File: src/pbc_pkg.sv
// Constants, state codes and pin bundle of the push-button power controller.
// Assumes one 100 MHz clock; analog comparators sit outside this logic.
//
// How it works
// - Enable rises on a button press only while supply is above threshold.
// - A power-button press in normal operation drives the interrupt low.
// - Undervoltage in normal operation also drives the interrupt low.
// - A long push pulses reset or drops enable, chosen by variant.
// - A separate active-low flag shows supply below the upper threshold.
// - Button-state output shows the debounced power button, masked during undervoltage and held for the minimum interrupt time for presses in normal operation.
// - Hold-confirm pull-down is on while off and during start-up, off in operation.
// - Each button passes glitch rejection, falling-edge detect and debounce.
// - The power-button status appears on a dedicated output.
// - Blanking expiry without hold-confirm releases the enable output.
// - Hold-confirm going low in normal operation drops the enable output.
// - Hold-to-start variant aborts start-up when the button is released early.
package pbc_pkg;

  localparam int unsigned CLK_PERIOD_NS = 10;
  // Least times round up, the blanking window (a longest time) rounds down.
  localparam int unsigned GLITCH_NS = 1000;
  localparam int unsigned GLITCH_CYC =
    (GLITCH_NS + CLK_PERIOD_NS - 1) / CLK_PERIOD_NS;
  localparam int unsigned DEBOUNCE_MS = 30;
  localparam int unsigned DEBOUNCE_CYC =
    (DEBOUNCE_MS * 1000000 + CLK_PERIOD_NS - 1) / CLK_PERIOD_NS;
  localparam int unsigned BLANK_MS = 1000;
  localparam int unsigned BLANK_CYC = BLANK_MS * 1000000 / CLK_PERIOD_NS;
  localparam int unsigned INT_MIN_MS = 30;
  localparam int unsigned INT_MIN_CYC =
    (INT_MIN_MS * 1000000 + CLK_PERIOD_NS - 1) / CLK_PERIOD_NS;
  localparam int unsigned REC_MS = 200;
  localparam int unsigned REC_CYC =
    (REC_MS * 1000000 + CLK_PERIOD_NS - 1) / CLK_PERIOD_NS;

  // Slots of the synchronised level inputs.
  localparam int unsigned SYN_SUPPLY = 0;
  localparam int unsigned SYN_HOLD = 1;
  localparam int unsigned SYN_CAP_DONE = 2;
  localparam int unsigned SYN_CAP_FITTED = 3;
  localparam int unsigned SYN_COUNT = 4;

  typedef enum logic [1:0] {
    ST_OFF = 2'h0,
    ST_START = 2'h1,
    ST_RUN = 2'h3,
    ST_LONG = 2'h2
  } pbc_state_t;

  typedef struct packed {
    logic power_enable;
    logic reset_n;
    logic interrupt_n;
    logic undervoltage_flag_n;
    logic button_state_out_n;
    logic hold_pulldown_en;
  } pbc_pins_t;

  localparam pbc_pins_t PINS_RESET = '{
    power_enable: 1'h0,
    reset_n: 1'h0,
    interrupt_n: 1'h1,
    undervoltage_flag_n: 1'h1,
    button_state_out_n: 1'h1,
    hold_pulldown_en: 1'h1
  };

endpackage

File: src/pbc_button_filter.sv
// Glitch filter, falling-edge detector and debouncer for one button pin.
// Assumes an active-low button pin from outside the clock domain.
`timescale 1ns/1ps
`default_nettype none

module pbc_button_filter
  import pbc_pkg::*;
#(
  parameter int unsigned GLITCH = GLITCH_CYC,
  parameter int unsigned DEBOUNCE = DEBOUNCE_CYC
) (
  input wire logic clk,
  input wire logic rst,
  input wire logic ce,
  input wire logic btn_n,
  output logic pressed,
  output logic press_evt
);

  localparam int unsigned GW = $clog2(GLITCH + 1);
  localparam int unsigned DW = $clog2(DEBOUNCE + 1);

  logic [2:0] sync_ff, nxt_sync;
  logic filt_ff, nxt_filt;
  logic [GW-1:0] glt_ff, nxt_glt;
  logic [DW-1:0] deb_ff, nxt_deb;
  logic armed_ff, nxt_armed;
  logic pressed_ff, nxt_pressed;
  logic evt_ff, nxt_evt;

  ////////////////////////////////////////////////////////////////////////////
  always_comb begin
    nxt_sync = {sync_ff[1:0], btn_n};
    nxt_filt = filt_ff;
    nxt_glt = '0;
    nxt_deb = deb_ff;
    nxt_armed = armed_ff;
    nxt_pressed = pressed_ff;
    nxt_evt = 1'h0;
    // A new level counts once stages two and three agree for GLITCH cycles.
    if (sync_ff[1] == sync_ff[2] && sync_ff[2] != filt_ff) begin
      if (glt_ff == GW'(GLITCH - 1)) begin
        nxt_filt = sync_ff[2];
      end else begin
        nxt_glt = glt_ff + GW'(1);
      end
    end
    if (filt_ff && !nxt_filt) begin
      nxt_armed = 1'h1;
      nxt_deb = '0;
    end else if (nxt_filt) begin
      nxt_armed = 1'h0;
      nxt_pressed = 1'h0;
    end else if (armed_ff) begin
      if (deb_ff == DW'(DEBOUNCE - 1)) begin
        nxt_armed = 1'h0;
        nxt_pressed = 1'h1;
        nxt_evt = 1'h1;
      end else begin
        nxt_deb = deb_ff + DW'(1);
      end
    end
  end

  always_ff @(posedge clk or posedge rst) begin
    if (rst) begin
      sync_ff <= 3'h7;
      filt_ff <= 1'h1;
      glt_ff <= '0;
      deb_ff <= '0;
      armed_ff <= 1'h0;
      pressed_ff <= 1'h0;
      evt_ff <= 1'h0;
    end else if (ce) begin
      sync_ff <= nxt_sync;
      filt_ff <= nxt_filt;
      glt_ff <= nxt_glt;
      deb_ff <= nxt_deb;
      armed_ff <= nxt_armed;
      pressed_ff <= nxt_pressed;
      evt_ff <= nxt_evt;
    end
  end

  assign pressed = pressed_ff;
  assign press_evt = evt_ff;
endmodule // pbc_button_filter

`default_nettype wire

File: src/pbc_power_controller.sv
// Start-up, run and long-push sequencing of the push-button power controller.
// Assumes comparator levels and button pins arrive unsynchronised.
`timescale 1ns/1ps
`default_nettype none

module pbc_power_controller
  import pbc_pkg::*;
#(
  parameter int unsigned GLITCH = GLITCH_CYC,
  parameter int unsigned DEBOUNCE = DEBOUNCE_CYC,
  parameter int unsigned BLANK = BLANK_CYC,
  parameter int unsigned INT_MIN = INT_MIN_CYC,
  parameter int unsigned REC = REC_CYC,
  parameter bit LONG_PUSH_DISABLES_EN = 1'b0,
  parameter bit HOLD_TO_START = 1'b1
) (
  input wire logic clk,
  input wire logic rst,
  input wire logic ce,
  input wire logic power_button_n,
  input wire logic second_button_n,
  input wire logic hold_confirm_in,
  input wire logic upper_supply_threshold,
  input wire logic long_push_delay_cap,
  input wire logic long_push_delay_cap_fitted,
  output pbc_pins_t pins
);

  localparam int unsigned BW = $clog2(BLANK + 1);
  localparam int unsigned IW = $clog2(INT_MIN + 1);
  localparam int unsigned RW = $clog2(REC + 1);
  // Synchroniser reset levels match the idle pins, so no false undervoltage
  // shows in the first cycles after reset.
  localparam logic [SYN_COUNT-1:0] SYN_RST = SYN_COUNT'(1) << SYN_SUPPLY;

  logic [SYN_COUNT-1:0] raw;
  logic [SYN_COUNT-1:0] lvl;
  logic pb_pressed, pb_evt, sr_pressed;
  logic supply_ok, hold_ok, long_done, both, running;

  pbc_state_t state_ff, nxt_state;
  logic [BW-1:0] blank_ff, nxt_blank;
  logic [IW-1:0] int_ff, nxt_int;
  logic [RW-1:0] rec_ff, nxt_rec;
  pbc_pins_t pins_ff, nxt_pins;

  ////////////////////////////////////////////////////////////////////////////
  // Three-stage synchronisers; a level changes when stages two and three
  // agree.
  assign raw[SYN_SUPPLY] = upper_supply_threshold;
  assign raw[SYN_HOLD] = hold_confirm_in;
  assign raw[SYN_CAP_DONE] = long_push_delay_cap;
  assign raw[SYN_CAP_FITTED] = long_push_delay_cap_fitted;

  genvar gi;
  generate
    for (gi = 0; gi < SYN_COUNT; gi++) begin : g_sync
      logic [2:0] sy_ff, nxt_sy;
      logic lv_ff, nxt_lv;
      always_comb begin
        nxt_sy = {sy_ff[1:0], raw[gi]};
        nxt_lv = (sy_ff[1] == sy_ff[2]) ? sy_ff[2] : lv_ff;
      end
      always_ff @(posedge clk or posedge rst) begin
        if (rst) begin
          sy_ff <= {3{SYN_RST[gi]}};
          lv_ff <= SYN_RST[gi];
        end else if (ce) begin
          sy_ff <= nxt_sy;
          lv_ff <= nxt_lv;
        end
      end
      assign lvl[gi] = lv_ff;
    end
  endgenerate

  pbc_button_filter #(
    .GLITCH(GLITCH),
    .DEBOUNCE(DEBOUNCE)
  ) u_pb (
    .clk(clk),
    .rst(rst),
    .ce(ce),
    .btn_n(power_button_n),
    .pressed(pb_pressed),
    .press_evt(pb_evt)
  );

  pbc_button_filter #(
    .GLITCH(GLITCH),
    .DEBOUNCE(DEBOUNCE)
  ) u_sr (
    .clk(clk),
    .rst(rst),
    .ce(ce),
    .btn_n(second_button_n),
    .pressed(sr_pressed),
    .press_evt()
  );

  assign supply_ok = lvl[SYN_SUPPLY];
  assign hold_ok = lvl[SYN_HOLD];
  assign both = pb_pressed && sr_pressed;
  // Without a delay capacitor the extra long-push delay is zero.
  assign long_done = !lvl[SYN_CAP_FITTED] || lvl[SYN_CAP_DONE];
  assign running = (state_ff == ST_RUN) || (state_ff == ST_LONG);

  ////////////////////////////////////////////////////////////////////////////
  always_comb begin
    nxt_state = state_ff;
    nxt_blank = blank_ff;
    nxt_int = int_ff;
    nxt_rec = rec_ff;
    if (rec_ff != '0) begin
      nxt_rec = rec_ff - RW'(1);
    end
    if (int_ff != '0) begin
      nxt_int = int_ff - IW'(1);
    end
    // Presses seen during undervoltage are ignored by the status logic.
    if (running && pb_evt && supply_ok) begin
      nxt_int = IW'(INT_MIN);
    end
    unique case (state_ff)
      ST_OFF: begin
        if (pb_evt && supply_ok) begin
          nxt_state = ST_START;
          nxt_blank = BW'(BLANK - 1);
          nxt_rec = RW'(REC);
        end
      end
      ST_START: begin
        if (hold_ok) begin
          nxt_state = ST_RUN;
        end else if (blank_ff == '0) begin
          nxt_state = ST_OFF;
        end else if (HOLD_TO_START && !pb_pressed) begin
          nxt_state = ST_OFF;
        end else begin
          nxt_blank = blank_ff - BW'(1);
        end
      end
      ST_RUN: begin
        if (!hold_ok) begin
          nxt_state = ST_OFF;
        // The press event itself has not started the minimum time yet.
        end else if (both && int_ff == '0 && !pb_evt) begin
          nxt_state = ST_LONG;
        end
      end
      ST_LONG: begin
        if (!hold_ok) begin
          nxt_state = ST_OFF;
        end else if (!both) begin
          nxt_state = ST_RUN;
        end else if (long_done) begin
          if (LONG_PUSH_DISABLES_EN) begin
            nxt_state = ST_OFF;
          end else begin
            // Reset pulse, then the host must confirm again within blanking.
            nxt_state = ST_START;
            nxt_blank = BW'(BLANK - 1);
            nxt_rec = RW'(REC);
          end
        end
      end
    endcase
  end

  always_comb begin
    nxt_pins.power_enable = (nxt_state != ST_OFF);
    nxt_pins.reset_n = (nxt_state != ST_OFF) && (nxt_rec == '0);
    nxt_pins.interrupt_n = !(((nxt_state == ST_RUN) ||
      (nxt_state == ST_LONG)) && ((nxt_int != '0) || !supply_ok ||
      (pb_pressed && supply_ok)));
    nxt_pins.undervoltage_flag_n = supply_ok;
    nxt_pins.button_state_out_n =
      !((nxt_int != '0) || (pb_pressed && supply_ok));
    nxt_pins.hold_pulldown_en =
      (nxt_state == ST_OFF) || (nxt_state == ST_START);
  end

  always_ff @(posedge clk or posedge rst) begin
    if (rst) begin
      state_ff <= ST_OFF;
      blank_ff <= '0;
      int_ff <= '0;
      rec_ff <= '0;
      pins_ff <= PINS_RESET;
    end else if (ce) begin
      state_ff <= nxt_state;
      blank_ff <= nxt_blank;
      int_ff <= nxt_int;
      rec_ff <= nxt_rec;
      pins_ff <= nxt_pins;
    end
  end

  assign pins = pins_ff;
endmodule // pbc_power_controller

`default_nettype wire

File: config.mk
export PLATFORM = sky130hd
export DESIGN_NAME = pbc_power_controller
export DESIGN_NICKNAME = d
export VERILOG_FILES = /design/src/pbc_pkg.sv /design/src/pbc_button_filter.sv /design/src/pbc_power_controller.sv
export SDC_FILE = /design/constraint.sdc
export NUM_CORES = 1
export LEC_CHECK = 0
export BUFFER_PORTS_ARGS = -buffer_cell sky130_fd_sc_hd__buf_2
export CAP_MARGIN = 20
export CORE_MARGIN = 3
export CORE_UTILIZATION = 51
export DETAILED_ROUTE_END_ITERATION = 8
export PLACE_DENSITY_LB_ADDON = 0.12
export SKIP_CTS_REPAIR_TIMING = 1
export SYNTH_ARGS = -nofsm -noshare
export SYNTH_HDL_FRONTEND = slang
export SYNTH_SLANG_ARGS = --single-unit
File: constraint.sdc
create_clock -name clk -period 15.4 [get_ports clk]
set_clock_uncertainty 0.05 [all_clocks]
set_input_delay 0.77 -clock clk [delete_from_list [all_inputs] [get_ports clk]]
set_output_delay 0.77 -clock clk [all_outputs]
set_load 0.05 [all_outputs]
==> impl_metrics.env, run 1 <==
export IMPL_status="finished clean"
export IMPL_drive_gt1_frac=0.0964
export IMPL_hold_violations=0
export IMPL_gp_congestion=0.868
export IMPL_synth_xor_xnor_area_share=0.0586
export IMPL_grt_antenna_before_repair=0
export IMPL_ys_warn_count=0
export IMPL_path_common_cell="or4_1"
export IMPL_cts_buffers=17
export IMPL_grt_max_degree=65
export IMPL_dp_cells=1276
export IMPL_use_met3=0.0465
export IMPL_core_um2=18100
export IMPL_cp_end_kind="flop"
export IMPL_tns_ns=0
export IMPL_synth_top_family_by_area="simple AND/OR/NAND/NOR gates"
export IMPL_portBuffers=14
export IMPL_power_leakage_nw=3.96
export IMPL_ctsHtreeMaxLevel=4
export IMPL_grt_overflow=0
export IMPL_die_x_um=142
export IMPL_drtPass1Iterations=5
export IMPL_tightest_slew_ns=0.900
export IMPL_cts_tree="done"
export IMPL_critical_path_class="reg -> reg"
export IMPL_syn_area_um2=9420
export IMPL_worst_setup_path_start_kind="flop"
export IMPL_placed_area_um2=9630
export IMPL_grt_first_pass_wirelength_um=35800
export IMPL_final_nets=1082
export IMPL_cp_arrival_ns=3.97
export IMPL_yosysUniqueCellTypes=72
export IMPL_syn2layout_area_growth_pct=8.50
export IMPL_top_usage_layer="met2"
export IMPL_required_ns=15.69
export IMPL_async_flop_share=1.00
export IMPL_maxCapViolCount=0
export IMPL_cp_max_fo=11
export IMPL_mostFrequentLayoutCell="dfrtp_1"
export IMPL_routed_wl_um=20700
export IMPL_vias=7787
export IMPL_drc=0
export IMPL_vdd_drop_max_v=0.0000842
export IMPL_post_dp_hpwl_um=14000
export IMPL_clk_pin_slew_worst_paths_ns=0.07
export IMPL_drtAntennaViolNets=0
export IMPL_synth_edf_count=0
export IMPL_synth_seq_cells=169
export IMPL_final_cells=1308
export IMPL_gr_usage_all_layers=0.214
export IMPL_cpMaxStageDelayCell="or4_1"
export IMPL_synthFlopType="dfrtp_1"
export IMPL_cpPeakStageDelay_ns=0.75
export IMPL_layout_common_cells="dfrtp_1 (153), nand2_1 (115), nor2_1 (106), o21ai_0 (96), nor3_1 (52)"
export IMPL_drtIter0Drc=657
export IMPL_relSlewSlack=0.397
export IMPL_worst_path_buf_inv=0
export IMPL_syn_inst=1077
export IMPL_synth_compound_area_frac=0.171
export IMPL_synthAdderAreaFrac=0.00929
export IMPL_root_buffer="clkbuf_16"
export IMPL_fin_crit_sh=0.239
export IMPL_p_total_mw=1.33
export IMPL_synth_nets=1093
export IMPL_path_cells="or4_1 > or4_1 > o21ai_1 > a21oi_1 > o22ai_1 > or4b_1 > o32ai_2"
export IMPL_holdCritPathClass="in -> async"
export IMPL_design_area_um2=10200
export IMPL_fmax_mhz=272
export IMPL_use_met2=0.333
export IMPL_via_per_inst=5.95
export IMPL_clock_path_buffers=2
export IMPL_die_area_um2=20100
export IMPL_power_density_nw_per_um2=130
export IMPL_yosys_area_share_simple=0.249
export IMPL_met1_usage=0.306
export IMPL_synth_mux_area_frac=0.0202
export IMPL_grt_setup_unrepaired="no"
export IMPL_die_h_um=142
export IMPL_grt_pass1_vias=7387
export IMPL_yosysSeqAreaShare=0.451
export IMPL_min_period_ns=3.68
export IMPL_drv_slew=0
export IMPL_utilization=0.565
export IMPL_pin_count=15
export IMPL_wl_per_cell_um=15.8
export IMPL_cts_sinks=169
export IMPL_n_antenna_cell=0
export IMPL_setup_viol=0
export IMPL_syn_area_per_cell_um2=8.75
export IMPL_rows=49
export IMPL_critical_path_top_delay_family="simple AND/OR/NAND/NOR gates"
export IMPL_insertion_delay_ns=0.43
export IMPL_initial_utilization=0.521
## sequential cells by signal, indices dropped and copies added, names as in the netlist, 4 cells and up
name          cells
u_sr.glt_ff       7
pins              6
g_sync.sy_ff     12
u_pb.deb_ff      22
blank_ff         27
rec_ff           25
u_sr.deb_ff      22
u_pb.glt_ff       7
int_ff           22
g_sync.lv_ff      4
## worst reg2reg max path: cells and delay by family, from the launching register on
| kind | cells | cell delay, ns |
|---|---|---|
| compound gates | 4 | 1.21 |
| flops | 1 | 0.45 |
| simple gates | 3 | 1.89 |
## where the power goes
group / internal, mW / total, mW / switching [mW]
sequential: 0.515 / 0.613 / 0.0976
combinational: 0.111 / 0.283 / 0.172
clock: 0.243 / 0.431 / 0.188
## per-stage QoR
step           worst slack (ns)  hold WS [ns]
6_report                  11.72         0.318
5_1_grt                   11.55         0.347
4_1_cts                   11.74         0.335
3_5_place_dp              11.65         0.428
3_3_place_gp              11.70         0.425
2_1_floorplan             10.03         0.405
## final timing paths
path / slack, ns / end / cells after the start / startpoint
hold / removal: 0.32 / u_sr.deb_ff[11] / 2 / rst
setup reg to reg: 11.72 / pins[4] / 7 / rec_ff[12]
setup / recovery: 11.72 / pins[4] / 7 / rec_ff[12]
max in group asynchronous: 13.14 / blank_ff[19] / 4 / rst
min in group clk: 0.44 / u_sr.sync_ff[1] / 2 / u_sr.sync_ff[0]
hold reg to reg: 0.44 / u_sr.sync_ff[1] / 2 / u_sr.sync_ff[0]
## cell usage after synthesis, types with 20 or more instances
cell	n	area share
a21oi_1	45	0.024
clkbuf_1	41	0.016
dfrtp_1	153	0.41
inv_1	45	0.018
nand2_1	115	0.046
nand3_1	31	0.016
nand4_1	24	0.016
nor2_1	106	0.042
nor3_1	52	0.028
nor4_1	29	0.019
o21ai_0	96	0.051
o21ai_1	21	0.011
or3_1	27	0.018
xnor2_1	43	0.040
xor2_1	20	0.019
## final cells by class
cell class,instances,area (um^2)
Clock buffer,18,429
Clock inverter,14,163
Fill cell,1589,7860
Inverter,45,174
Multi-Input combinational cell,810,4780
Sequential cell,169,4250
Tap cell,229,287
Timing Repair Buffer,23,140
## routing by layer
metal | vias to the layer above | routed length, um
met4 | 0 | 216
met3 | 15 | 778
li1 | 3879 | -
met2 | 163 | 9520
met1 | 3730 | 10200
met5 | - | 0
## logic make-up (layout without fill, tap and decap cells)
family	count (synthesis)	count (layout)
AND/OR/NAND/NOR	463	463
flip-flops	169	169
adder cells (fa/ha/maj)	7	7
multiplexers	17	17
AO/OA/AOI/OAI	260	260
buffers and inverters	98	100
XOR/XNOR	63	63
No activity file was read; power rests on OpenSTA's default activity.
==> run 2: changes to the inputs <==
clock period = 2.95 ns   (was 15.4 ns; I/O delays follow)
==> impl_metrics.env, run 2 (same netlist as run 1, synthesis figures left out) <==
export IMPL_status="complete, but fails checks"
export IMPL_violations="negative setup slack"
export IMPL_cpMaxStageDelayCell="or4_4"
export IMPL_wl_met2_um=10500
export IMPL_grt_antenna_before_repair=0
export IMPL_drtIter0Drc=655
export IMPL_ctsHtreeMaxLevel=4
export IMPL_met3WireLength_um=829
export IMPL_syn2layout_area_growth_pct=16.8
export IMPL_reg2reg_to="pins[4]"
export IMPL_power_leakage_nw=4.43
export IMPL_mostFrequentLayoutCell="dfrtp_1"
export IMPL_dp_cells=1357
export IMPL_highest_layer="met4"
export IMPL_fmax_mhz=315
export IMPL_hold_violations=0
export IMPL_drive_gt1_frac=0.164
export IMPL_die_area_um2=20100
export IMPL_n_antenna_cell=0
export IMPL_crit_path_start="rec_ff[12]"
export IMPL_cp_endpoint="pins[4]"
export IMPL_routed_wl_um=22400
export IMPL_drc=0
export IMPL_reg_top3="blank_ff x27, rec_ff x25"
export IMPL_cp_arrival_ns=3.45
export IMPL_portBuffers=14
export IMPL_top_register="blank_ff"
export IMPL_fill_cells=1560
export IMPL_path_cells="or4_4 > buf_4 > or4_4 > a2111oi_2 > or4b_1 > or4b_4 > o32ai_2"
export IMPL_utilization=0.609
export IMPL_gr_usage_all_layers=0.233
export IMPL_via_per_inst=5.88
export IMPL_wl_per_cell_um=16.1
export IMPL_cts_buffers=17
export IMPL_clk_pin_slew_worst_paths_ns=0.07
export IMPL_cts_tree="done"
export IMPL_post_dp_hpwl_um=15600
export IMPL_rrSetupSlack_ns=-0.22
export IMPL_insertion_delay_ns=0.42
export IMPL_p_total_mw=7.57
export IMPL_required_ns=3.23
export IMPL_grt_setup_unrepaired="yes"
export IMPL_gp_congestion=0.939
export IMPL_cp_end_kind="flop"
export IMPL_placed_area_um2=10300
export IMPL_vias=8208
export IMPL_setup_viol=1
export IMPL_pin_count=15
export IMPL_largest_reg_flops=27
export IMPL_design_area_um2=11000
export IMPL_fin_crit_sh=1.07
export IMPL_grt_overflow=0
export IMPL_drtPass1Iterations=5
export IMPL_min_period_ns=3.17
export IMPL_relSlewSlack=0.351
export IMPL_place_ws_ns=-0.277
export IMPL_power_density_nw_per_um2=687
export IMPL_maxCapViolCount=0
export IMPL_critical_path_class="reg -> reg"
export IMPL_tightest_slew_ns=0.971
export IMPL_die_h_um=142
export IMPL_grt_first_pass_wirelength_um=38900
export IMPL_core_um2=18100
export IMPL_cpPeakStageDelay_ns=0.55
export IMPL_rr_startpoint="rec_ff[12]"
export IMPL_worst_setup_path_start_kind="flop"
export IMPL_r2r_cells=7
export IMPL_die_x_um=142
export IMPL_final_cells=1396
export IMPL_rows=49
export IMPL_vdd_drop_max_v=0.000461
export IMPL_whs_ns=0.0571
export IMPL_grt_max_degree=43
export IMPL_drv_slew=0
export IMPL_holdCritPathClass="in -> reg"
export IMPL_initial_utilization=0.521
export IMPL_tns_ns=-0.220
export IMPL_cp_max_fo=4
export IMPL_layout_common_cells="dfrtp_1 (153), nand2_1 (115), nor2_1 (106), o21ai_0 (96), buf_4 (88)"
export IMPL_wl_met1_um=10800
export IMPL_clock_path_buffers=2
export IMPL_grt_pass1_vias=8039
export IMPL_final_nets=1170
export IMPL_root_buffer="clkbuf_16"
export IMPL_cts_sinks=169
export IMPL_drtAntennaViolNets=0
export IMPL_fin_ws_ns=-0.220
export IMPL_path_common_cell="or4_4"
## run 2: changes by cell type in the layout (fill, tap and decap cells not counted), moves of 4 or more
cell           change
dlygate4sd3_1      +7
clkbuf_8           +4
buf_4             +78
inv_6              -4
## run 2: worst min path at each step
stage / startpoint / end / cells after the start
6_report: ce / state_ff[0] / 2
5_1_grt: ce / state_ff[0] / 2
4_1_cts: long_push_delay_cap_fitted / g_sync[3].sy_ff[0] / 2
3_5_place_dp: long_push_delay_cap_fitted / g_sync[3].sy_ff[0] / 2
3_3_place_gp: upper_supply_threshold / g_sync[0].sy_ff[0] / 2
2_1_floorplan: hold_confirm_in / g_sync[1].sy_ff[0] / 1
## run 2: report_power, final
group | total [mW] | internal (mW) | switching (mW)
sequential | 2.97 | 2.69 | 0.282
combinational | 2.24 | 0.960 | 1.28
clock | 2.36 | 1.43 | 0.928
total | 7.57 | 5.08 | 2.49
## run 2: critical path: cells and delay by family, from the launching register on
family | cells | cell delay, ns
flops | 1 | 0.38
compound gates | 2 | 0.51
buf+inv | 1 | 0.17
simple gates | 4 | 1.98
## run 2: area by class of cell
| type | count | area (um^2) | area share |
|---|---|---|---|
| clock inverter | 9 | 139 | 0.0126 |
| inverter | 45 | 173 | 0.0157 |
| timing repair buffer | 111 | 856 | 0.0777 |
| tap | 229 | 287 | 0.0260 |
| sequential | 169 | 4250 | 0.386 |
| clock buffer | 23 | 488 | 0.0443 |
| multi-input combinational | 810 | 4820 | 0.438 |
## run 2: metal layers
metal / up-vias / global-route usage
met1: 3926 / 0.335
li1: 4064 / -
met4: 0 / 0.0667
met2: 191 / 0.372
met5: - / 0
met3: 27 / 0.0347
==> run 3: changes to the inputs <==
CORE_ASPECT_RATIO = 1.2   (was default)
CTS_BUF_LIST = sky130_fd_sc_hd__clkbuf_4   (was default)
==> impl_metrics.env, run 3 (same netlist as run 1, synthesis figures left out) <==
export IMPL_die_x_um=130
export IMPL_mostFrequentLayoutCell="dfrtp_1"
export IMPL_power_density_nw_per_um2=622
export IMPL_drtIter0Drc=670
export IMPL_core_um2=17800
export IMPL_insertion_delay_ns=0.57
export IMPL_wl_per_cell_um=16.1
export IMPL_fill_cells=1601
export IMPL_relSlewSlack=0.430
export IMPL_grt_antenna_before_repair=1
export IMPL_placed_area_um2=10100
export IMPL_top_register="blank_ff"
export IMPL_r2r_cells=8
export IMPL_holdCritPathClass="in -> async"
export IMPL_layout_common_cells="dfrtp_1 (153), nand2_1 (115), nor2_1 (106), o21ai_0 (96), buf_4 (75)"
export IMPL_critical_path_class="reg -> reg"
export IMPL_drive_gt1_frac=0.155
export IMPL_cts_tree="done"
export IMPL_initial_utilization=0.528
export IMPL_setup_viol=1
export IMPL_utilization=0.594
export IMPL_dp_cells=1333
export IMPL_grt_first_pass_wirelength_um=37900
export IMPL_clock_path_buffers=2
export IMPL_die_h_um=155
export IMPL_p_seq_frac=0.453
export IMPL_cp_end_kind="flop"
export IMPL_cp_max_fo=2
export IMPL_final_cells=1376
export IMPL_vias=8242
export IMPL_rrSetupSlack_ns=-0.21
export IMPL_routed_wl_um=22200
export IMPL_fmax_mhz=316
export IMPL_pwr_share_clk=0.219
export IMPL_cts_buffers=17
export IMPL_p_comb_frac=0.328
export IMPL_die_area_um2=20200
export IMPL_whs_ns=0.101
export IMPL_reg_top3="blank_ff x27, rec_ff x25"
export IMPL_cts_sinks=169
export IMPL_violations="negative setup slack"
export IMPL_tightest_slew_ns=0.852
export IMPL_gp_congestion=0.919
export IMPL_p_sw_mw=2.39
export IMPL_power_leakage_nw=4.23
export IMPL_place_ws_ns=-0.242
export IMPL_syn2layout_area_growth_pct=12.4
export IMPL_vdd_drop_max_v=0.000293
export IMPL_status="complete, but fails checks"
export IMPL_via_per_inst=5.99
export IMPL_portBuffers=14
export IMPL_p_total_mw=6.59
export IMPL_drtPass1Iterations=5
export IMPL_root_buffer="clkbuf_4"
export IMPL_fin_ws_ns=-0.215
export IMPL_drv_slew=0
export IMPL_cp_arrival_ns=3.58
export IMPL_design_area_um2=10600
export IMPL_p_sw_frac=0.363
export IMPL_grt_pass1_vias=7968
export IMPL_drtAntennaViolNets=0
export IMPL_fin_crit_sh=1.07
export IMPL_ctsHtreeMaxLevel=4
export IMPL_pin_count=15
export IMPL_post_dp_hpwl_um=15300
export IMPL_drc=0
export IMPL_gr_usage_all_layers=0.229
export IMPL_clk_pin_slew_worst_paths_ns=0.15
export IMPL_grt_overflow=0
export IMPL_maxCapViolCount=0
export IMPL_required_ns=3.37
export IMPL_min_period_ns=3.16
export IMPL_hold_violations=0
export IMPL_p_int_mw=4.20
export IMPL_largest_reg_flops=27
export IMPL_rr_startpoint="rec_ff[1]"
export IMPL_grt_max_degree=97
export IMPL_tns_ns=-0.215
export IMPL_rows=53
export IMPL_grt_setup_unrepaired="yes"
export IMPL_worst_setup_path_start_kind="flop"
export IMPL_final_nets=1158
export IMPL_reg2reg_to="pins[4]"
[run 3: cell types whose count changed in the layout (fill, tap and decap cells not counted), sizes merged]
cell	change
inv	+2
buf	-13
diode	+1
clkinv	+4
dlygate4sd3	+1
clkbuf	-6
[run 3: how the worst max path moves through the flow]
stage | start | end | depth (start not counted)
6_report | rec_ff[1] | pins[4] | 8
5_1_grt | rec_ff[1] | pins[4] | 11
4_1_cts | rec_ff[0] | pins[4] | 8
3_5_place_dp | rec_ff[0] | pins[4] | 8
3_3_place_gp | rec_ff[0] | pins[4] | 8
2_1_floorplan | rec_ff[0] | pins[4] | 9
[run 3: power groups by stage]
stage	clock (mW)	sequential, mW	combinational, mW
floorplan	0	3.07	1.29
global placement	0	3.02	2.04
detailed placement	0	3.03	2.06
CTS	1.50	2.98	2.06
global route	1.60	3.05	2.38
finish	1.44	2.99	2.16
[run 3: worst max-delay path: stages, from the launching register on]
cell and delay [ns]:
dfrtp_1 0.40, inv_1 0.06, ha_2 0.16, or3b_4 0.38
or4_4 0.56, a2111oi_4 0.28, or4b_4 0.49, or4b_4 0.49
o32ai_2 0.20
[run 3: final cells by class]
type / instances / area [um^2] / share of cell area
multi-input cells: 810 / 4830 / 0.456
flip-flops and latches: 169 / 4250 / 0.401
well taps: 220 / 275 / 0.0260
clock buffers: 17 / 128 / 0.0120
clock inverters: 15 / 174 / 0.0164
diodes: 1 / 2.50 / 0.000236
inverters: 45 / 173 / 0.0163
repair buffers: 99 / 759 / 0.0717
[run 3: routing by layer]
layer	global-route usage	share of wire	vias to the layer above
met1	0.300	0.45	3995
li1	-	-	4036
met2	0.381	0.50	170
met5	0	0	-
met4	0.0767	0.019	0
met3	0.0416	0.032	41
